--- src/core/acr_pkg.sv ---
// Purpose: shared constants for the converter result and debug register block
// Assumes: registers sit on a 32-bit bus, one aligned word per register index
// Notes: byte address of a register is four times its index
`default_nettype none
package acr_pkg;
    // register indices; byte address = index * 4
    localparam logic [7:0] ACR_IDX_SAMPLE_CNT = 8'h02;
    localparam logic [7:0] ACR_IDX_WIN_SEL = 8'h04;
    localparam logic [7:0] ACR_IDX_IRQ_MASK = 8'h0A;
    localparam logic [7:0] ACR_IDX_IRQ_STATUS = 8'h0B;
    localparam logic [7:0] ACR_IDX_DEBUG = 8'h0C;
    localparam logic [7:0] ACR_IDX_STAGING = 8'h0D;
    localparam logic [7:0] ACR_IDX_RESULT = 8'h10;
    localparam logic [7:0] ACR_IDX_HIGH_OFS = 8'h01;
    // field positions
    localparam int ACR_BIT_RUN_HALTED = 0;
    localparam int ACR_BIT_READY = 0;
    localparam int ACR_BIT_WIN = 1;
    // reset values
    localparam logic [7:0] ACR_RST_BYTE = 8'h00;
    localparam logic [15:0] ACR_RST_RESULT = 16'h0000;
    localparam logic [2:0] ACR_RST_SAMPLE_CNT = 3'h0;
    // conversion limits
    localparam logic [9:0] ACR_SAMPLE_MAX = 10'h3FF;
    localparam logic [9:0] ACR_SAMPLE_MIN = 10'h000;
    localparam logic [2:0] ACR_ACC_LOG2_MAX = 3'h6;
    localparam logic [15:0] ACR_ACC_MAX = 16'hFFC0;
    // bus timing: read data follows one wait cycle
    localparam int ACR_READ_WAIT = 1;

    typedef enum logic [2:0] {
        ACR_WIN_NONE = 3'b000,
        ACR_WIN_BELOW = 3'b001,
        ACR_WIN_ABOVE = 3'b010,
        ACR_WIN_INSIDE = 3'b011,
        ACR_WIN_OUTSIDE = 3'b100
    } acr_win_t;
endpackage
`default_nettype wire

--- src/core/acr_result_regs.sv ---
// Purpose: debug halt control, shared byte staging and conversion result register
// Assumes: AHB-Lite slave, single word transfers, sequencer supplies raw samples
// Notes: reads take one wait cycle; writes complete with no wait
//
// Summary of operation
// - With run_while_cpu_halted clear and the CPU in break, the block stops and drops triggers.
// - With run_while_cpu_halted set, the block keeps running while the CPU is halted.
// - A byte staging register gives the CPU atomic access to each 16-bit register.
// - One staging register is shared by all 16-bit registers.
// - Software reads and writes the staging register like any 8-bit register.
// - The result low byte sits at the base index and the high byte at base plus one.
// - A sample above the reference saturates to 0x3FF.
// - A sample below zero volts clamps to 0x000.
// - At most 64 samples are summed, so the result never passes 0xFFC0.
// - result_ready_flag clears on a written one or on a result read; a written zero does nothing.
// - window_match_flag sets at conversion end only if the selected compare holds; read or one clears.
//
// Register access over AHB-Lite was decided locally.
`default_nettype none
module acr_result_regs (
    input wire logic hclk,               // bus and block clock
    input wire logic hresetn,            // async reset, active low
    input wire logic hsel,               // slave select
    input wire logic [31:0] haddr,       // byte address
    input wire logic [1:0] htrans,       // transfer type
    input wire logic hwrite,             // write when high
    input wire logic [2:0] hsize,        // transfer size
    input wire logic [31:0] hwdata,      // write data
    input wire logic hready,             // bus ready
    output logic [31:0] hrdata,          // read data
    output logic hreadyout,              // slave ready
    output logic hresp,                  // always OKAY
    input wire logic cpu_halted,         // CPU sits in break debug
    input wire logic event_trigger,      // incoming start event
    input wire logic sample_valid,       // raw sample strobe
    input wire logic [9:0] sample_value, // raw sample
    input wire logic sample_over,        // input above reference
    input wire logic sample_under,       // input below zero volts
    input wire logic [15:0] win_low,     // window low threshold
    input wire logic [15:0] win_high,    // window high threshold
    output logic conv_start,             // gated start pulse to sequencer
    output logic periph_halted,          // block halted by debug
    output logic irq                     // level interrupt
);
    import acr_pkg::*;

    // bus data phase state
    logic dp_act_r, dp_act_nxt;
    logic dp_wr_r, dp_wr_nxt;
    logic [7:0] dp_idx_r, dp_idx_nxt;
    logic rd_wait_r, rd_wait_nxt;
    logic [31:0] hrdata_r, hrdata_nxt;
    logic hreadyout_r, hreadyout_nxt;
    logic hresp_r;

    // software registers
    logic run_halted_r, run_halted_nxt;
    logic [7:0] staging_r, staging_nxt;
    logic [1:0] irq_mask_r, irq_mask_nxt;
    logic [1:0] irq_status_r, irq_status_nxt;
    logic [2:0] win_sel_r, win_sel_nxt;
    logic [2:0] sample_cnt_r, sample_cnt_nxt;
    logic irq_r, irq_nxt;

    // conversion state
    logic [15:0] result_r, result_nxt;
    logic [15:0] acc_sum_r, acc_sum_nxt;
    logic [6:0] acc_cnt_r, acc_cnt_nxt;
    logic conv_start_r, conv_start_nxt;
    logic halted_r, halted_nxt;
    logic conv_done;
    logic win_hit;
    logic [9:0] sample_clamped;
    logic [6:0] acc_target;

    logic addr_ok;
    logic rd_access;
    logic wr_access;
    logic res_low_read;

    assign addr_ok = hsel && htrans[1] && hready;
    assign rd_access = rd_wait_r;
    assign wr_access = dp_act_r && dp_wr_r;
    assign res_low_read = rd_access && (dp_idx_r == ACR_IDX_RESULT);

    assign hrdata = hrdata_r;
    assign hreadyout = hreadyout_r;
    assign hresp = hresp_r;
    assign irq = irq_r;
    assign conv_start = conv_start_r;
    assign periph_halted = halted_r;

    // bus protocol: writes need no wait, reads one wait cycle
    always_comb begin
        dp_act_nxt = addr_ok;
        dp_wr_nxt = hwrite;
        dp_idx_nxt = haddr[9:2];
        if (!addr_ok) begin
            dp_wr_nxt = 1'b0;
            dp_idx_nxt = dp_idx_r;
        end
        if (|haddr[31:10]) begin
            dp_idx_nxt = 8'hFF;
        end
        rd_wait_nxt = addr_ok && !hwrite;
        hreadyout_nxt = !(addr_ok && !hwrite);
        hrdata_nxt = hrdata_r;
        if (rd_access) begin
            hrdata_nxt = 32'h0000_0000;
            unique case (dp_idx_r)
                ACR_IDX_SAMPLE_CNT: hrdata_nxt[2:0] = sample_cnt_r;
                ACR_IDX_WIN_SEL: hrdata_nxt[2:0] = win_sel_r;
                ACR_IDX_IRQ_MASK: hrdata_nxt[1:0] = irq_mask_r;
                ACR_IDX_IRQ_STATUS: hrdata_nxt[1:0] = irq_status_r;
                ACR_IDX_DEBUG: hrdata_nxt[ACR_BIT_RUN_HALTED] = run_halted_r;
                ACR_IDX_STAGING: hrdata_nxt[7:0] = staging_r;
                ACR_IDX_RESULT: hrdata_nxt[7:0] = result_r[7:0];
                ACR_IDX_RESULT + ACR_IDX_HIGH_OFS: hrdata_nxt[7:0] = staging_r;
                default: hrdata_nxt = 32'h0000_0000;
            endcase
        end
    end

    always_ff @(posedge hclk or negedge hresetn) begin
        if (!hresetn) begin
            dp_act_r <= 1'b0;
            dp_wr_r <= 1'b0;
            dp_idx_r <= 8'h00;
            rd_wait_r <= 1'b0;
            hrdata_r <= 32'h0000_0000;
            hreadyout_r <= 1'b1;
            hresp_r <= 1'b0;
        end else begin
            dp_act_r <= dp_act_nxt;
            dp_wr_r <= dp_wr_nxt;
            dp_idx_r <= dp_idx_nxt;
            rd_wait_r <= rd_wait_nxt;
            hrdata_r <= hrdata_nxt;
            hreadyout_r <= hreadyout_nxt;
            hresp_r <= 1'b0;
        end
    end

    // clamp each raw sample before it is summed
    always_comb begin
        sample_clamped = sample_value;
        if (sample_over) begin
            sample_clamped = ACR_SAMPLE_MAX;
        end else if (sample_under) begin
            sample_clamped = ACR_SAMPLE_MIN;
        end
    end

    // number of samples per result, capped at 64
    always_comb begin
        acc_target = 7'h01 << sample_cnt_r;
    end

    // accumulator and debug gating
    always_comb begin
        halted_nxt = cpu_halted && !run_halted_r;
        conv_start_nxt = event_trigger && !halted_nxt;
        acc_sum_nxt = acc_sum_r;
        acc_cnt_nxt = acc_cnt_r;
        result_nxt = result_r;
        conv_done = 1'b0;
        if (sample_valid && !halted_nxt) begin
            acc_sum_nxt = acc_sum_r + {6'h00, sample_clamped};
            acc_cnt_nxt = acc_cnt_r + 7'h01;
            if (acc_cnt_nxt >= acc_target) begin
                result_nxt = acc_sum_nxt;
                acc_sum_nxt = 16'h0000;
                acc_cnt_nxt = 7'h00;
                conv_done = 1'b1;
            end
        end
    end

    always_ff @(posedge hclk or negedge hresetn) begin
        if (!hresetn) begin
            halted_r <= 1'b0;
            conv_start_r <= 1'b0;
            acc_sum_r <= 16'h0000;
            acc_cnt_r <= 7'h00;
            result_r <= ACR_RST_RESULT;
        end else begin
            halted_r <= halted_nxt;
            conv_start_r <= conv_start_nxt;
            acc_sum_r <= acc_sum_nxt;
            acc_cnt_r <= acc_cnt_nxt;
            result_r <= result_nxt;
        end
    end

    // window comparison on the result about to be committed
    always_comb begin
        win_hit = 1'b0;
        unique case (acr_win_t'(win_sel_r))
            ACR_WIN_NONE: win_hit = 1'b0;
            ACR_WIN_BELOW: win_hit = result_nxt < win_low;
            ACR_WIN_ABOVE: win_hit = result_nxt > win_high;
            ACR_WIN_INSIDE: win_hit = (result_nxt > win_low) && (result_nxt < win_high);
            ACR_WIN_OUTSIDE: win_hit = (result_nxt < win_low) || (result_nxt > win_high);
            default: win_hit = 1'b0;
        endcase
    end

    // software registers, flags and interrupt
    always_comb begin
        run_halted_nxt = run_halted_r;
        staging_nxt = staging_r;
        irq_mask_nxt = irq_mask_r;
        win_sel_nxt = win_sel_r;
        sample_cnt_nxt = sample_cnt_r;
        irq_status_nxt = irq_status_r;
        if (wr_access) begin
            unique case (dp_idx_r)
                ACR_IDX_SAMPLE_CNT: begin
                    sample_cnt_nxt = hwdata[2:0];
                    if (hwdata[2:0] > ACR_ACC_LOG2_MAX) begin
                        sample_cnt_nxt = ACR_ACC_LOG2_MAX;
                    end
                end
                ACR_IDX_WIN_SEL: win_sel_nxt = hwdata[2:0];
                ACR_IDX_IRQ_MASK: irq_mask_nxt = hwdata[1:0];
                ACR_IDX_IRQ_STATUS: irq_status_nxt = irq_status_r & ~hwdata[1:0];
                ACR_IDX_DEBUG: run_halted_nxt = hwdata[ACR_BIT_RUN_HALTED];
                ACR_IDX_STAGING: staging_nxt = hwdata[7:0];
                ACR_IDX_RESULT: staging_nxt = hwdata[7:0];
                default: staging_nxt = staging_r;
            endcase
        end
        if (res_low_read) begin
            staging_nxt = result_r[15:8];
            irq_status_nxt = 2'b00;
        end
        // a new event wins over a clear in the same cycle
        if (conv_done) begin
            irq_status_nxt[ACR_BIT_READY] = 1'b1;
            if (win_hit) begin
                irq_status_nxt[ACR_BIT_WIN] = 1'b1;
            end
        end
        irq_nxt = |(irq_status_nxt & irq_mask_nxt);
    end

    always_ff @(posedge hclk or negedge hresetn) begin
        if (!hresetn) begin
            run_halted_r <= 1'b0;
            staging_r <= ACR_RST_BYTE;
            irq_mask_r <= 2'b00;
            irq_status_r <= 2'b00;
            win_sel_r <= 3'b000;
            sample_cnt_r <= ACR_RST_SAMPLE_CNT;
            irq_r <= 1'b0;
        end else begin
            run_halted_r <= run_halted_nxt;
            staging_r <= staging_nxt;
            irq_mask_r <= irq_mask_nxt;
            irq_status_r <= irq_status_nxt;
            win_sel_r <= win_sel_nxt;
            sample_cnt_r <= sample_cnt_nxt;
            irq_r <= irq_nxt;
        end
    end
endmodule
`default_nettype wire

--- config.mk ---
export PLATFORM = sky130hd
export DESIGN_NAME = acr_result_regs
export DESIGN_NICKNAME = d
export VERILOG_FILES = /design/src/core/acr_pkg.sv /design/src/core/acr_result_regs.sv
export SDC_FILE = /design/constraint.sdc
export NUM_CORES = 1
export LEC_CHECK = 0
export ABC_AREA = 1
export ABC_CLOCK_PERIOD_IN_PS = 4050
export BUFFER_PORTS_ARGS = -buffer_cell sky130_fd_sc_hd__buf_2
export CAP_MARGIN = 5
export CORE_MARGIN = 2
export CORE_UTILIZATION = 53
export DETAILED_ROUTE_END_ITERATION = 10
export MAX_ROUTING_LAYER = met4
export PLACE_DENSITY = 0.83
export SLEW_MARGIN = 25
export SYNTH_ARGS = -nofsm -noshare
export SYNTH_HDL_FRONTEND = slang
export SYNTH_SLANG_ARGS = --single-unit
export TNS_END_PERCENT = 1
--- constraint.sdc ---
create_clock -name hclk -period 4.05 [get_ports hclk]
set_input_delay 0.405 -clock hclk [delete_from_list [all_inputs] [get_ports hclk]]
set_output_delay 0.405 -clock hclk [all_outputs]
set_load 0.02 [all_outputs]
==> results.md <==
* Crit path top cell by count: nand2_1
* Cell area after synthesis at about 0.0056 mm^2
* Grt ovf at 0
* Worst Path Max Fanout at 4
* DR vias/cell at 5.12
* Critical path class: reg2reg
* Synth warn at 0
* Hold Vio Cnt, Final at 0
* H-Tree Depth at 3
* Multi-input logic area at 0.00301 mm^2
* Fmax at 0.257 GHz
* CTS Root Cell: clkbuf_8
* Vias at 5069
* Sink Count at 81
* Final instance area at 0.00650 mm^2
* Layout cells sized above 1 at 20.2%
* Clock power frac at 20.3%
* Placement Rows at 37
* I/O Buffers at 102
* Power after layout at 2990 uW
* Setup violations, final at 0
* Final Skew at roughly 12 ps
* Final worst slack at 164 ps
* Final worst-path cycle share at 95.9%
* Clock Latency Late Sink at 350 ps
* Final min period at 3890 ps
* Sequential share of power at 32.4%
* Layout area overhead at 16.8%
* Synth area leader: dfrtp_1
* Largest net degree at the start of global routing at just over 80
* Remaining DRCs at 0
* Outcome: finished, final reports clean
* Worst-margin pin slew at a little over 700 ps
* Critical Path Slowest Stage Cell: dfrtp_1
* Core Util, Final at 63.3%
* First-pass GRT wire length at 21600 um
* Antenna diodes at 0
* Num CTS Buffers at 9
* Routed len/inst at around 13 um
* Syn Area/Cell at between 7 and 8 um^2
* Top post-synthesis cells by count: nand2_1 (183), inv_1 (106), dfrtp_1 (80), ha_1 (51), o21ai_0 (46)
* Register Area at 0.00203 mm^2
* Pwr per Cell Area at 460 mW/mm^2
* Leak Pwr at 0.00360 uW
* Slowest stage delay, CP at about 400 ps
* Post-detail-place hpwl at 10300 um
* HP Class: in2async
* # IOs at 158
* Final slew viol count at 0
* Register area share after synthesis at 36.4%
* Width of the die at 107 um
* Initial DRT Pass Iterations at 5
* Critical Path RT at 4300 ps
* Most frequent cell after synthesis: nand2_1
* Routed Antenna Nets at 0
* Initial core utilization at 54.2%
* Rel. slew slack at 51.6%
* Net Sw Frac at 40.0%
* Synth Instances at 725
* Synth top area cells: dfrtp_1 (36%), nand2_1 (12%), ha_1 (11%)
* Global placement routability congestion at 0.921
* Int Pwr at 1790 uW
* Logic pwr share at 47.3%
* GRT Util Overall at 24.4%
* CTS tree: done
* Layout filler cell count at 921
* Synth top area share at 35.9%
* Ys flop type: dfrtp_1
* Longest Clk Path Bufs at 2
* Crit path DAT at 4140 ps
* Async S/R FF share, synth at 100%
* Nets at 1023
* P_sw at 1200 uW
* Vias in the first global route at roughly 4800
* Final WL at 13300 um
* Worst hold slack at 62.7 ps
* Antenna violations before repair at 0
* Synth unique cells at 54
* Hold_buf cts at 0
* Setup crit end kind: flip-flop
* Synthesized flop and latch total at 81
* Placed cell area at between 0.006 and 0.007 mm^2
* DR iter-0 viols at 338
* VDD IR max at 0.000246 V
* Max-Cap Viols at 0
* Die Ht at 107 um
* Core Footprint at slightly above 0.01 mm^2
* Post-synth EDFFs at 0
* DP Worst Slack at 46.5 ps
* Critical Path Start Type: flip-flop
* Die Footprint at 0.0113 mm^2
* Reg clk slew, reported paths at roughly 90 ps
repair_timing:
action                     4_1_cts  5_1_grt
setup buffers                    0        5
gates resized for setup          0       10
setup endpoints to repair        0        2
flip-flops by register name, summed over array words and instances, names as in the netlist, 3 cells and up:
signal,cells
acc_cnt_r,7
result_r,16
staging_r,8
win_sel_r,3
acc_sum_r,16
dp_idx_r,8
hrdata,8
sample_cnt_r,3
cell type report:
class	count	area share, %
inverter	112	6.58
sequential	81	31.2
tap	136	2.62
clock inverter	5	0.962
clock buffer	11	2.17
timing repair buffer	122	10.3
multi-input combinational	524	46.2
power by group through the flow:
stage / Clock, uW / Sequential (uW) / Combinational (uW)
5_1_grt: 648 / 981 / 1590
4_1_cts: 611 / 968 / 1300
2_1_floorplan: 0 / 970 / 855
6_report: 608 / 969 / 1410
3_5_place_dp: 0 / 984 / 1300
3_3_place_gp: 0 / 980 / 1240
final timing paths:
path                                          startpoint  slack [ps]  depth (start not counted)                           to
worst max-delay path            acc_cnt_r[0]$_DFFE_PN0P_         160                         25                irq$_DFF_PN0_
worst min-delay path                             hresetn          60                          1    acc_sum_r[14]$_DFFE_PN0P_
worst max register to register  acc_cnt_r[0]$_DFFE_PN0P_         160                         25                irq$_DFF_PN0_
worst min register to register     hrdata[4]$_DFFE_PN0P_         480                          2        hrdata[4]$_DFFE_PN0P_
max in group asynchronous                        hresetn        3470                          1  sample_cnt_r[1]$_DFFE_PN0P_
min in group hclk                                 hwrite         230                          2          rd_access$_DFF_PN0_
metal layers:
| metal | routed length, um | GRT usage [%] | vias up |
|---|---|---|---|
| met5 | 0 | - | - |
| met4 | 329 | 9.09 | 0 |
| met3 | 774 | 3.43 | 31 |
| met2 | 6120 | 37.7 | 181 |
| met1 | 6080 | 33.0 | 2266 |
| li1 | - | - | 2591 |
critical path: cells and delay by family, from the launching register on:
family / cells / cell delay, ps
fa+ha+maj: 3 / 730
buf+inv: 4 / 340
simple gates: 13 / 1370
flops: 1 / 400
compound gates: 5 / 950
cell usage in the layout (no fill, tap or decap), types with 2 or more instances in the layout:
cell type / instances
nand2_1: 182
inv_1: 106
buf_2: 101
dfrtp_1: 80
ha_1: 51
o21ai_0: 44
nand3_1: 39
a21oi_1: 32
nor2_1: 32
conb_1: 25
buf_4: 20
o21ai_1: 11
nor2_2: 10
nand4_1: 10
clkbuf_8: 10
xor2_1: 8
a22oi_1: 7
nor4_1: 7
nor3_1: 6
a31oi_1: 6
nand2_2: 5
o22ai_1: 5
a31oi_2: 4
clkinv_1: 3
nor3_2: 3
xnor2_1: 3
a22o_1: 3
and2_1: 3
a21oi_2: 2
o21a_1: 2
o31ai_1: 2
nand3_2: 2
or2_1: 2
clkinv_4: 2
o211ai_1: 2
clkinvlp_4: 2
kinds of logic after synthesis:
| group | count (synthesis) | synth area share, % |
|---|---|---|
| other | 1 | 0.0673 |
| XOR/XNOR | 11 | 1.73 |
| AND/OR/NAND/NOR | 308 | 24.4 |
| flip-flops | 81 | 36.4 |
| AO/OA/AOI/OAI | 126 | 13.5 |
| adder cells (fa/ha/maj) | 52 | 11.8 |
| buffers and inverters | 146 | 12.1 |
metrics by stage:
stage	std cells	setup TNS, ps
after floorplan	749	0
after CTS	984	0
after global placement	968	0
after global routing	991	-45.1
after detailed placement	968	0
final	991	0
No activity file was read; power rests on OpenSTA's default activity.
